$ cat src/logic/dmt_pkg.sv
/*
 * package for the dual mode compare timer: register offsets, field positions,
 * reset values and prescaler taps.
 * assumes an 8-bit peripheral bus with byte addresses in the 0xFFxx page.
 */
//
// Contract
// - sixteen-bit up-counter from two cascaded byte halves, both CPU readable and writable
// - reset clears both counter halves to zero
// - reset sets both compare halves to all ones
// - mode bit zero cascades halves as sixteen bits; one gives two byte timers
// - in byte mode high half clock from its select: /32,/16,/4,/2
// - in sixteen-bit mode the low select clocks the whole counter
// - low select top bit zero counts event pin edges, else /32,/16,/4,/2
// - sixteen-bit wrap from all ones to zero sets high overflow flag
// - overflow with high overflow enable pulses high interrupt request
// - byte mode wrap of a half sets its overflow flag, request if enabled
// - compare match clears counter when clear-on-match is set, per mode
// - sixteen-bit equality sets high compare flag and request, ungated
// - byte mode equality of a half sets its compare flag and request
// - high output toggles on high or full match; low on low match
// - writing high level bit drives high output to that level at once
// - writing low level bit drives low output to that level at once
// - low level bit zero means low output; low after reset
// - control register is eight bits, write-only, reset to zero
// - sixteen-bit mode writes and counter reads pass through a byte holding register; compare reads do not
// - upper byte written first is held, lower write loads both together
// - flags set by hardware only; cleared by writing zero after reading one
package dmt_pkg;
  localparam logic [15:0] DMT_ADDR_CTRL   = 16'hFFB6;
  localparam logic [15:0] DMT_ADDR_STAT   = 16'hFFB7;
  localparam logic [15:0] DMT_ADDR_CNT_H  = 16'hFFB8;
  localparam logic [15:0] DMT_ADDR_CNT_L  = 16'hFFB9;
  localparam logic [15:0] DMT_ADDR_CMP_H  = 16'hFFBA;
  localparam logic [15:0] DMT_ADDR_CMP_L  = 16'hFFBB;

  localparam logic [7:0]  DMT_CTRL_RESET  = 8'h00;
  localparam logic [7:0]  DMT_STAT_RESET  = 8'h00;
  localparam logic [7:0]  DMT_CNT_RESET   = 8'h00;
  localparam logic [7:0]  DMT_CMP_RESET   = 8'hFF;

  // control register fields
  localparam int DMT_LVL_H   = 7;
  localparam int DMT_MODE    = 6;
  localparam int DMT_CKS_H   = 4;
  localparam int DMT_LVL_L   = 3;
  localparam int DMT_CKS_L   = 0;
  // status register fields
  localparam int DMT_OVF_H   = 7;
  localparam int DMT_CMF_H   = 6;
  localparam int DMT_OVIE_H  = 5;
  localparam int DMT_CCLR_H  = 4;
  localparam int DMT_OVF_L   = 3;
  localparam int DMT_CMF_L   = 2;
  localparam int DMT_OVIE_L  = 1;
  localparam int DMT_CCLR_L  = 0;

  // prescaler taps: divide by 2^(n+1) comes from bit n of a free counter
  localparam int DMT_PRE_W   = 5;
  localparam int DMT_TAP_32  = 4;
  localparam int DMT_TAP_16  = 3;
  localparam int DMT_TAP_4   = 1;
  localparam int DMT_TAP_2   = 0;
endpackage

$ cat src/logic/dmt_edge_sync.sv
/*
 * two-stage synchroniser with edge detect for the event pin.
 * assumes pin asynchronous to clk; polarity input is static while counting.
 */
`timescale 1ns/100ps
`default_nettype none
module dmt_edge_sync (
  // clock and reset
  input  wire logic clk,
  input  wire logic reset_n,
  input  wire logic clkEn,
  // pin
  input  wire logic pinIn,
  input  wire logic risingSel,
  // result
  output logic      edgeHit
);
  typedef struct packed {
    logic       s1;
    logic       s2;
    logic       s3;
    logic       hit;
    logic [1:0] fill;
  } dmt_sync_s;

  dmt_sync_s st_r;
  dmt_sync_s st_nxt;

  always_comb begin
    st_nxt = st_r;
    st_nxt.s1 = pinIn;
    st_nxt.s2 = st_r.s1;
    st_nxt.s3 = st_r.s2;
    // only s2/s3 are inspected; s1 feeds s2 alone
    // no edge until the chain holds real pin samples: an idle-high pin
    // would otherwise look like a rising edge right after reset
    st_nxt.fill = (st_r.fill == 2'h3) ? st_r.fill : st_r.fill + 2'h1;
    st_nxt.hit = (st_r.fill == 2'h3) &&
                 (risingSel ? (st_r.s2 & ~st_r.s3) : (~st_r.s2 & st_r.s3));
  end

  always_ff @(posedge clk) begin
    if (!reset_n) begin
      st_r <= '0;
    end else if (clkEn) begin
      st_r <= st_nxt;
    end
  end

  assign edgeHit = st_r.hit;
endmodule
`default_nettype wire

$ cat src/logic/dmt_timer.sv
/*
 * dual mode compare timer: two byte counters, cascaded or independent,
 * compare, overflow, toggle outputs and byte-wide register port.
 * assumes a single-cycle 8-bit bus: wrEn/rdEn are one-cycle strobes with addr.
 * read data is registered and valid the cycle after rdEn.
 */
`timescale 1ns/100ps
`default_nettype none
module dmt_timer
  import dmt_pkg::*;
(
  // clock and reset
  input  wire logic        clk,
  input  wire logic        reset_n,
  input  wire logic        clkEn,
  // register bus
  input  wire logic [15:0] addr,
  input  wire logic        wrEn,
  input  wire logic        rdEn,
  input  wire logic [7:0]  wrData,
  output logic      [7:0]  rdData,
  // pins
  input  wire logic        eventIn,
  input  wire logic        eventRising,
  output logic             toggleOutHigh,
  output logic             toggleOutLow,
  // interrupt request set strobes
  output logic             irqSetHigh,
  output logic             irqSetLow
);
  typedef struct packed {
    logic [7:0]           ctrl;
    logic [7:0]           stat;
    logic [7:0]           cntH;
    logic [7:0]           cntL;
    logic [7:0]           cmpH;
    logic [7:0]           cmpL;
    logic [7:0]           hold;
    logic [DMT_PRE_W-1:0] pre;
    logic [5:0]           seenOne;
    logic                 outH;
    logic                 outL;
    logic                 irqH;
    logic                 irqL;
    logic [7:0]           rd;
  } dmt_state_s;

  dmt_state_s st_r;
  dmt_state_s st_nxt;
  logic       evHit;

  dmt_edge_sync u_sync (
    .clk       (clk),
    .reset_n   (reset_n),
    .clkEn     (clkEn),
    .pinIn     (eventIn),
    .risingSel (eventRising),
    .edgeHit   (evHit)
  );

  // ********************************************************
  // clock select decode, shared by both halves
  // ********************************************************
  // rising edge of the chosen prescaler tap gives one count tick
  function automatic logic tapTick(input logic [2:0] sel,
                                   input logic [DMT_PRE_W-1:0] cur,
                                   input logic [DMT_PRE_W-1:0] nxt);
    int tap;
    case (sel[1:0])
      2'h0:    tap = DMT_TAP_32;
      2'h1:    tap = DMT_TAP_16;
      2'h2:    tap = DMT_TAP_4;
      default: tap = DMT_TAP_2;
    endcase
    return ~cur[tap] & nxt[tap];
  endfunction

  // byte counter step and its wrap point, shared by both halves
  function automatic logic [7:0] byteStep(input logic [7:0] cur);
    return cur + 8'h01;
  endfunction

  function automatic logic atTop(input logic [7:0] cur);
    return cur == 8'hFF;
  endfunction

  // hardware set wins over a same-cycle software clear
  function automatic logic flagNext(input logic cur,
                                    input logic setEv,
                                    input logic clrEv);
    logic res;
    res = cur;
    if (clrEv) begin
      res = 1'b0;
    end
    if (setEv) begin
      res = 1'b1;
    end
    return res;
  endfunction

  // ********************************************************
  // tick, overflow and compare
  // ********************************************************

  logic                 mode8;
  logic [DMT_PRE_W-1:0] preNxt;
  logic                 tickL;
  logic                 tickH;
  logic                 ovf_flag_low;
  logic                 ovf_flag_high;
  logic                 matchL;
  logic                 matchH;
  logic                 match16;
  logic [7:0]           incL;
  logic [7:0]           incH;

  always_comb begin
    mode8  = st_r.ctrl[DMT_MODE];
    preNxt = st_r.pre + DMT_PRE_W'(1);
    tickL  = st_r.ctrl[DMT_CKS_L+2] ? tapTick(st_r.ctrl[DMT_CKS_L +: 3], st_r.pre, preNxt)
                                    : evHit;
    incL   = byteStep(st_r.cntL);
    ovf_flag_low   = tickL && atTop(st_r.cntL);
    // high half counts low overflows when cascaded
    tickH  = mode8 ? tapTick(st_r.ctrl[DMT_CKS_H +: 3], st_r.pre, preNxt) : ovf_flag_low;
    incH   = byteStep(st_r.cntH);
    ovf_flag_high   = tickH && atTop(st_r.cntH);
    match16 = {st_r.cntH, st_r.cntL} == {st_r.cmpH, st_r.cmpL};
    matchH  = mode8 ? (st_r.cntH == st_r.cmpH) : match16;
    matchL  = mode8 && (st_r.cntL == st_r.cmpL);
  end

  // ********************************************************
  // next state
  // ********************************************************
  logic wrCtrl;
  logic wrStat;
  logic matchHRise;
  logic matchLRise;
  logic wasMatchH;
  logic wasMatchL;
  logic rdStat;
  logic clrOvfH;
  logic clrCmfH;
  logic clrOvfL;
  logic clrCmfL;

  // a zero write clears a flag only if the last status read showed it set;
  // a flag set after that read stays until it has been seen
  always_comb begin
    wrCtrl  = wrEn && (addr == DMT_ADDR_CTRL);
    wrStat  = wrEn && (addr == DMT_ADDR_STAT);
    rdStat  = rdEn && (addr == DMT_ADDR_STAT);
    clrOvfH = wrStat && !wrData[DMT_OVF_H] && st_r.seenOne[2];
    clrCmfH = wrStat && !wrData[DMT_CMF_H] && st_r.seenOne[3];
    clrOvfL = wrStat && !wrData[DMT_OVF_L] && st_r.seenOne[4];
    clrCmfL = wrStat && !wrData[DMT_CMF_L] && st_r.seenOne[5];
  end

  // ********************************************************
  // state update
  // ********************************************************
  always_comb begin
    st_nxt = st_r;
    st_nxt.pre  = preNxt;
    st_nxt.irqH = 1'b0;
    st_nxt.irqL = 1'b0;
    // events fire on the cycle equality starts, not every cycle it holds
    wasMatchH  = st_r.seenOne[0];
    wasMatchL  = st_r.seenOne[1];
    matchHRise = matchH && !wasMatchH;
    matchLRise = matchL && !wasMatchL;
    st_nxt.seenOne[0] = matchH;
    st_nxt.seenOne[1] = matchL;

    // counting; clear-on-match acts on the following tick
    if (tickL) begin
      if (st_r.stat[DMT_CCLR_L] && matchL) begin
        st_nxt.cntL = 8'h00;
      end else if (!mode8 && st_r.stat[DMT_CCLR_H] && match16) begin
        st_nxt.cntL = 8'h00;
      end else begin
        st_nxt.cntL = incL;
      end
    end
    if (!mode8 && st_r.stat[DMT_CCLR_H] && match16 && tickL) begin
      st_nxt.cntH = 8'h00;
    end else if (mode8 && st_r.stat[DMT_CCLR_H] && matchH && tickH) begin
      st_nxt.cntH = 8'h00;
    end else if (tickH) begin
      st_nxt.cntH = incH;
    end

    // control bits follow the write; the flags take only qualified zeros
    if (wrStat) begin
      st_nxt.stat[DMT_OVIE_H] = wrData[DMT_OVIE_H];
      st_nxt.stat[DMT_CCLR_H] = wrData[DMT_CCLR_H];
      st_nxt.stat[DMT_OVIE_L] = wrData[DMT_OVIE_L];
      st_nxt.stat[DMT_CCLR_L] = wrData[DMT_CCLR_L];
      st_nxt.seenOne[5:2] = 4'h0;
    end
    if (rdStat) begin
      st_nxt.seenOne[2] = st_r.stat[DMT_OVF_H];
      st_nxt.seenOne[3] = st_r.stat[DMT_CMF_H];
      st_nxt.seenOne[4] = st_r.stat[DMT_OVF_L];
      st_nxt.seenOne[5] = st_r.stat[DMT_CMF_L];
    end
    st_nxt.stat[DMT_OVF_H] = flagNext(st_r.stat[DMT_OVF_H], ovf_flag_high, clrOvfH);
    st_nxt.stat[DMT_CMF_H] = flagNext(st_r.stat[DMT_CMF_H], matchHRise, clrCmfH);
    st_nxt.stat[DMT_OVF_L] = flagNext(st_r.stat[DMT_OVF_L], mode8 && ovf_flag_low, clrOvfL);
    st_nxt.stat[DMT_CMF_L] = flagNext(st_r.stat[DMT_CMF_L], matchLRise, clrCmfL);

    // hardware sets win over a same-cycle clear
    if (ovf_flag_high) begin
      st_nxt.stat[DMT_OVF_H] = 1'b1;
      st_nxt.irqH = st_r.stat[DMT_OVIE_H];
    end
    if (mode8 && ovf_flag_low) begin
      st_nxt.stat[DMT_OVF_L] = 1'b1;
      st_nxt.irqL = st_r.stat[DMT_OVIE_L];
    end
    if (matchHRise) begin
      st_nxt.stat[DMT_CMF_H] = 1'b1;
      st_nxt.irqH = 1'b1;
      st_nxt.outH = ~st_r.outH;
    end
    if (matchLRise) begin
      st_nxt.stat[DMT_CMF_L] = 1'b1;
      st_nxt.irqL = 1'b1;
      st_nxt.outL = ~st_r.outL;
    end

    // control register and level presets
    if (wrCtrl) begin
      st_nxt.ctrl = wrData;
      st_nxt.outH = wrData[DMT_LVL_H];
      st_nxt.outL = wrData[DMT_LVL_L];
    end

    // counter and compare writes; cascaded mode goes through the holding byte
    if (wrEn) begin
      case (addr)
        DMT_ADDR_CNT_H: begin
          if (mode8) st_nxt.cntH = wrData;
          else       st_nxt.hold = wrData;
        end
        DMT_ADDR_CNT_L: begin
          st_nxt.cntL = wrData;
          if (!mode8) st_nxt.cntH = st_r.hold;
        end
        DMT_ADDR_CMP_H: begin
          if (mode8) st_nxt.cmpH = wrData;
          else       st_nxt.hold = wrData;
        end
        DMT_ADDR_CMP_L: begin
          st_nxt.cmpL = wrData;
          if (!mode8) st_nxt.cmpH = st_r.hold;
        end
        default: begin
        end
      endcase
    end

    // reads; upper counter read in cascaded mode latches the lower byte
    if (rdEn) begin
      case (addr)
        DMT_ADDR_STAT:  st_nxt.rd = st_r.stat;
        DMT_ADDR_CNT_H: begin
          st_nxt.rd = st_r.cntH;
          if (!mode8) st_nxt.hold = st_r.cntL;
        end
        DMT_ADDR_CNT_L: st_nxt.rd = mode8 ? st_r.cntL : st_r.hold;
        DMT_ADDR_CMP_H: st_nxt.rd = st_r.cmpH;
        DMT_ADDR_CMP_L: st_nxt.rd = st_r.cmpL;
        default:        st_nxt.rd = 8'hFF;
      endcase
    end
  end

  // ********************************************************
  // registers
  // ********************************************************
  always_ff @(posedge clk) begin
    if (!reset_n) begin
      st_r         <= '0;
      st_r.ctrl    <= DMT_CTRL_RESET;
      st_r.stat    <= DMT_STAT_RESET;
      st_r.cntH    <= DMT_CNT_RESET;
      st_r.cntL    <= DMT_CNT_RESET;
      st_r.cmpH    <= DMT_CMP_RESET;
      st_r.cmpL    <= DMT_CMP_RESET;
      st_r.rd      <= 8'hFF;
      st_r.seenOne <= 6'h00;
    end else if (clkEn) begin
      st_r <= st_nxt;
    end
  end

  // ********************************************************
  // outputs, each straight from a state flop
  // ********************************************************
  assign rdData        = st_r.rd;
  assign toggleOutHigh = st_r.outH;
  assign toggleOutLow  = st_r.outL;
  assign irqSetHigh    = st_r.irqH;
  assign irqSetLow     = st_r.irqL;
endmodule
`default_nettype wire

$ cat config.mk
export PLATFORM = sky130hd
export DESIGN_NAME = dmt_timer
export DESIGN_NICKNAME = d
export VERILOG_FILES = /design/src/logic/dmt_pkg.sv /design/src/logic/dmt_edge_sync.sv /design/src/logic/dmt_timer.sv
export SDC_FILE = /design/constraint.sdc
export NUM_CORES = 1
export LEC_CHECK = 0
export ABC_AREA = 1
export BUFFER_PORTS_ARGS = -buffer_cell sky130_fd_sc_hd__buf_2
export CAP_MARGIN = 20
export CORE_ASPECT_RATIO = 0.9
export CORE_MARGIN = 5
export CORE_UTILIZATION = 40
export DETAILED_ROUTE_END_ITERATION = 6
export GPL_ROUTABILITY_DRIVEN = 0
export PLACE_DENSITY_LB_ADDON = 0.05
export RECOVER_POWER = 25
export SETUP_SLACK_MARGIN = 0.05
export SLEW_MARGIN = 20
export SYNTH_ARGS = -nofsm -noshare
export SYNTH_HDL_FRONTEND = slang
export SYNTH_SLANG_ARGS = --single-unit
export TNS_END_PERCENT = 30
$ cat constraint.sdc
create_clock -name clk -period 4.6 [get_ports clk]
set_input_delay 0.46 -clock clk [delete_from_list [all_inputs] [get_ports clk]]
set_output_delay 0.46 -clock clk [all_outputs]
set_load 0.05 [all_outputs]
==> summary.txt, run 1 <==
Htree depth: 3
Root Driver: clkbuf_16
Total grt overflow: 0
I/O pin count: 43
Crit. End Element: flip-flop
Reg power frac: 46.5%
Post-CTS Setup Bufs: 0
Post-layout util: 44.97%
Fmax: 296.6 MHz
Layout cells sized above 1: 7.448%
Worst path buffer plus inverter count: 2
Placed insts: 967
CTS buffer count: 9
First-pass GRT wire length: 27650 µm
Post-synth EDFFs: 0
Commonest non-fill, non-tap cell in the layout: nand2_1
Main synth FF type: dfxtp_1
Logic pwr share: 8.4%
Worst-margin pin slew: 1.750 ns
Vias in the first global route: 5004
Peak VDD IR: 0.1607 mV
Post-synth net total: 839
Worst hold path class: in -> reg
Cells after synthesis: 800
Final setup margin: 1.229 ns
Layout area overhead: 9.853%
Pre-antenna DRT Iters: 5
Data arrival, critical path: 3.60 ns
Final Hold Fails: 0
Area occupied by multi-input gates: 0.002930 mm²
Clock power share: 45.1%
Family with the most delay on the worst path: buffers and inverters
Cell variety after synth: 45
Non-filler instance count after layout: 983
# fillers: 1346
Rel. slew slack: -16.82%
Post-CTS Hold Buffers: 0
Crit path cell chain: clkbuf_1 -> inv_1 -> a211oi_1
CP startpoint kind: primary input
Die Wd: 130.1 µm
Run status: complete, but fails checks
DRC violations left: 0
HPWL Detailed: 13260 µm
Total track usage: 23.15%
Mean Syn Cell Area: 6.492 µm²
Yosys top cell area share: 31.99%
Max-cap viol count: 2
Largest net degree at the start of global routing: 51
Top post-synthesis cells by area: dfxtp_1, nand2_1, inv_1
Via density per instance: 5.664
DRT iter0 DRCs: 596
Cell Rows: 39
Largest area contributor in the netlist: dfxtp_1
Final WL: 17920 µm
Sum of negative setup slack: 0 ns
Mapped cell area: 0.005194 mm²
IO buf count: 42
RSZ-0062 raised after global routing: no
Slew Viols, Final: 86
Asr flop ratio synth: 0%
Internal power: 1163 µW
Post-cts sizing count: 0
Switching part of the total: 26.82%
Minimum clock period: 3.371 ns
Crit-path max cell delay: 1.36 ns
Wirelength per Cell: 18.23 µm
Worst Clk Skew: 0.008098 ns
Initial antenna violation count: 0
Layout Nets: 853
Violated checks: max-capacitance violations, max-slew violations
Clk slew on worst S/H paths: 0.07 ns
Crit-path max FO: 50
LEAKAGE: 0.002391 µW
Die ar.: 0.01537 mm²
Die H: 118.1 µm
Final setup violation count: 0
Net Switching: 426.1 µW
Vias post-DR: 5568
FF/Latch Area: 0.001662 mm²
Clock latency on the worst-skew pair: 0.35 ns
Number of synthesized register bits: 83
Most frequent cells in the layout: nand2_1, inv_1, dfxtp_1, nor2_1, a21oi_1
Initial Utilization: 40.94%
PwrDens: 278.5 mW/mm²
CP max-delay cell: inv_1
CTS tree: done
Clk buf depth: 2
Core Area: 0.01269 mm²
Number of antenna diodes: 0
Pre-CTS setup slack: 1.590 ns
Number of routed nets with antenna violations: 0
Fin crit share: 73.29%
Synth warn: 0
Clk sinks: 83
Critical Setup Path Class: in -> reg
Post-synthesis sequential area ratio: 31.99%
Critical Path RT: 4.83 ns
## worst register-to-register path, delay by kind of cell (launching register included)
kind	cells	cell delay, ns
buffers and inverters	2	0.99
flip-flops	1	0.98
AND/OR/NAND/NOR	1	0.46
AO/OA/AOI/OAI	4	0.53
## synth_stat cells (2+ instances only)
cell and count:
o22ai_1 19, xnor2_1 3, a31oi_1 8, clkbuf_1 24, nor2_1 79, o2111ai_1 3
dfxtp_1 83, inv_1 106, o211ai_1 32, nand4_1 12, buf_2 6, nand2_2 2
nor3_1 10, nand2_1 159, ha_1 8, or2_2 2, a311oi_1 2, xor2_1 8
a211oi_1 12, o31ai_1 2, buf_1 2, buf_4 8, o21ai_1 8, nand3_1 48
clkinv_1 2, o21ai_0 55, a21oi_1 78, nor2_2 2
## area by class of cell
cell class,instances,area share [%]
clock buffer,12,4.496
clock inverter,4,0.5921
inverter,109,7.171
multi-input combinational,567,51.36
sequential,83,29.12
tap,164,3.596
timing repair buffer,44,3.662
## final timing paths
check	start	to	slack (ns)	depth (start not counted)
min reg2reg	st_r[14]	st_r[14]	0.47	2
max reg2reg	mode8	st_r[25]	1.44	7
min	eventIn	u_sync.st_nxt[4]	0.35	3
max	reset_n	st_r[67]	1.23	3
## state kept, by name, indices dropped and copies added (netlist names)
name	flops
st_r	64
mode8	1
irqSetHigh	1
u_sync.st_nxt	2
u_sync.st_r	3
toggleOutHigh	1
rdData	8
toggleOutLow	1
u_sync.edgeHit	1
irqSetLow	1
## stage by stage
step	cell area [µm²]	hold slack, ns	power [µW]
2_1_floorplan	5194	0.4366	838.8
3_3_place_gp	5425	0.4508	887.0
4_1_cts	5715	0.3418	1599
6_report	5705	0.3500	1589
5_1_grt	5705	0.3614	1643
3_5_place_dp	5425	0.4574	887.8
## cell families after synthesis
kind of cell | count (synthesis) | share of synthesized area (%)
AND/OR/NAND/NOR | 324 | 27.34
AO/OA/AOI/OAI | 224 | 25.17
buffers and inverters | 150 | 11.71
flip-flops | 83 | 31.99
XOR/XNOR | 11 | 1.855
adder cells (fa/ha/maj) | 8 | 1.927
## power groups by stage
stage	clock (µW)	sequential [µW]	combinational, µW
final	717	739	133
after global routing	757	741	146
after CTS	727	739	133
after detailed placement	0	755	133
after global placement	0	755	132
after floorplan	0	753	86.2
## per-layer routing
| layer | vias up | GRT usage, % | wire (µm) |
|---|---|---|---|
| li1 | 2708 | - | - |
| met1 | 2582 | 32.34 | 8178 |
| met2 | 240 | 34.71 | 7760 |
| met3 | 38 | 5.172 | 1458 |
| met4 | 0 | 8.506 | 519 |
| met5 | - | 0 | 0 |
No activity file was read; power rests on OpenSTA's default activity.
==> run 2: changes to the inputs <==
clock period = 2.8 ns   (was 4.6 ns; I/O delays follow)
==> run 2 against run 1 <==
The flow still finishes with violations (max-capacitance violations, max-slew violations). Via count is 0.75% higher. Cell area rose by 1.6%. Register-to-register slack lost 1.1 ns. Clock skew fell by 0.0016 ns. Critical path type is now reg -> reg.
==> summary.txt, run 2 (same netlist as run 1, synthesis figures left out) <==
Final WL: 17900 µm
Root Driver: clkbuf_16
Minimum clock period: 2.503 ns
Clk buf depth: 2
Crit path cell chain: ha_1 -> nand3_1 -> nor2_1 -> nand2_1 -> nor3_1 -> nand3_1 -> nand2_1 -> nand2_2 -> nor2_2 -> nand4_1 -> nor2_1 -> nor2_1 -> nor2_1
Sum of negative setup slack: 0 ns
Wirelength per Cell: 17.99 µm
Worst R2R Path Depth: 13
IO buf count: 42
Core Area: 0.01269 mm²
Post-CTS Hold Buffers: 0
Reg-to-reg slack, setup: 0.30 ns
Violated checks: max-capacitance violations, max-slew violations
Logic pwr share: 8.4%
Data arrival, critical path: 2.78 ns
PwrDens: 456.9 mW/mm²
DRC violations left: 0
Worst setup startpoint: st_r[48]
First-pass GRT wire length: 27720 µm
CTS tree: done
Final Hold Fails: 0
Die H: 118.1 µm
Htree depth: 3
Via density per instance: 5.638
Critical Setup Path Class: reg -> reg
Reg power frac: 45.8%
Worst hold endpoint: u_sync.st_nxt[4]
Cell Rows: 39
Run status: complete, but fails checks
Clk sinks: 83
Reg2reg start: st_r[48]
Most frequent cell on the critical path: nor2_1
I/O pin count: 43
Worst-margin pin slew: 1.740 ns
Max reg flops: 64
Total power: 2649 µW
Number of antenna diodes: 0
Total track usage: 23.24%
Critical Path RT: 3.08 ns
Layout Nets: 866
CP max-delay cell: dfxtp_2
Max-cap viol count: 1
Clk slew on worst S/H paths: 0.06 ns
Layout cells sized above 1: 9.146%
Largest net degree at the start of global routing: 38
Fin crit share: 89.38%
Pre-antenna DRT Iters: 6
Clock power share: 45.8%
Capturing point of the worst reg2reg path: irqSetHigh
Peak VDD IR: 0.3295 mV
Die Wd: 130.1 µm
Crit-path max cell delay: 0.43 ns
Most flops, register: st_r
Fmax: 399.6 MHz
Crit. End Element: flip-flop
WHS Path Cells: 3
Vias in the first global route: 5106
Post-layout util: 45.69%
Vias post-DR: 5610
HPWL Detailed: 13400 µm
Layout area overhead: 11.61%
Commonest non-fill, non-tap cell in the layout: nand2_1
Initial Utilization: 40.94%
Worst hold path class: in -> reg
DRT iter0 DRCs: 498
Worst Clk Skew: 0.006513 ns
Hold Crit Start: eventIn
Internal power: 1944 µW
Slew Viols, Final: 34
Number of routed nets with antenna violations: 0
RSZ-0062 raised after global routing: no
CP startpoint kind: flip-flop
CTS buffer count: 9
Total grt overflow: 0
Most frequent cells in the layout: nand2_1, inv_1, dfxtp_1, nor2_1, a21oi_1
Final setup violation count: 0
LEAKAGE: 0.002441 µW
Die ar.: 0.01537 mm²
Initial antenna violation count: 0
Switching part of the total: 26.62%
Clock latency on the worst-skew pair: 0.35 ns
Crit-path max FO: 9
Rel. slew slack: -15.97%
Net Switching: 705.1 µW
==> run 2: cell types whose count changed in the layout (fill, tap and decap cells not counted), sizes merged <==
cell / previous run / this run
clkinv: 4 / 3
clkbuf: 25 / 24
buf: 31 / 42
bufinv: 0 / 1
clkinvlp: 1 / 3
==> run 2: repair_timing <==
action / CTS / global route
setup buffers: 0 / 0
gates resized for setup: 0 / 4
hold endpoints to repair: 0 / 0
endpoints found under the setup margin: 0 / 2
==> run 2: worst max-delay path by stage <==
stage / endpoint / cells past startpoint / slack [ns]
2_1_floorplan: st_r[62] / 18 / 0.86
3_3_place_gp: irqSetHigh / 13 / 0.21
3_5_place_dp: irqSetHigh / 13 / 0.15
4_1_cts: irqSetHigh / 13 / 0.12
5_1_grt: irqSetHigh / 13 / 0.07
6_report: irqSetHigh / 13 / 0.30
==> run 2: metal layers <==
metal	global-route usage [%]	part of all wire, %	up-vias
met3	5.672	7.3	31
met5	0	0	-
met4	8.117	2.2	0
met2	33.85	43	202
met1	33.25	47	2630
li1	-	-	2747
==> run 2: through the flow <==
stage,cell area (µm²),setup WS (ns),std cells,hold WS (ns)
after floorplan,5194,0.8560,800,0.4149
after global placement,5523,0.2113,980,0.4492
after detailed placement,5523,0.1468,980,0.4542
after CTS,5814,0.1167,995,0.1529
after global routing,5797,0.07125,995,0.1996
final,5797,0.2973,995,0.1607
==> run 2: layout make-up <==
type,instances,area [µm²]
inverters,109,409.1
multi-input cells,567,2927
repair buffers,57,299.0
clock inverters,6,66.31
flip-flops and latches,83,1665
fillers,1327,6890
well taps,164,205.2
clock buffers,9,225.2
==> run 2: worst max-delay path, delay by kind of cell (launching register included) <==
family / cells / cell delay (ns)
fa+ha+maj: 1 / 0.22
flops: 1 / 0.43
simple gates: 12 / 1.78
==> run 2: power by group through the flow <==
stage	clock, µW	sequential [µW]	combinational, µW
after floorplan	0	1240	142
after global placement	0	1240	221
after detailed placement	0	1240	222
after CTS	1240	1210	223
after global routing	1290	1220	241
final	1210	1210	221
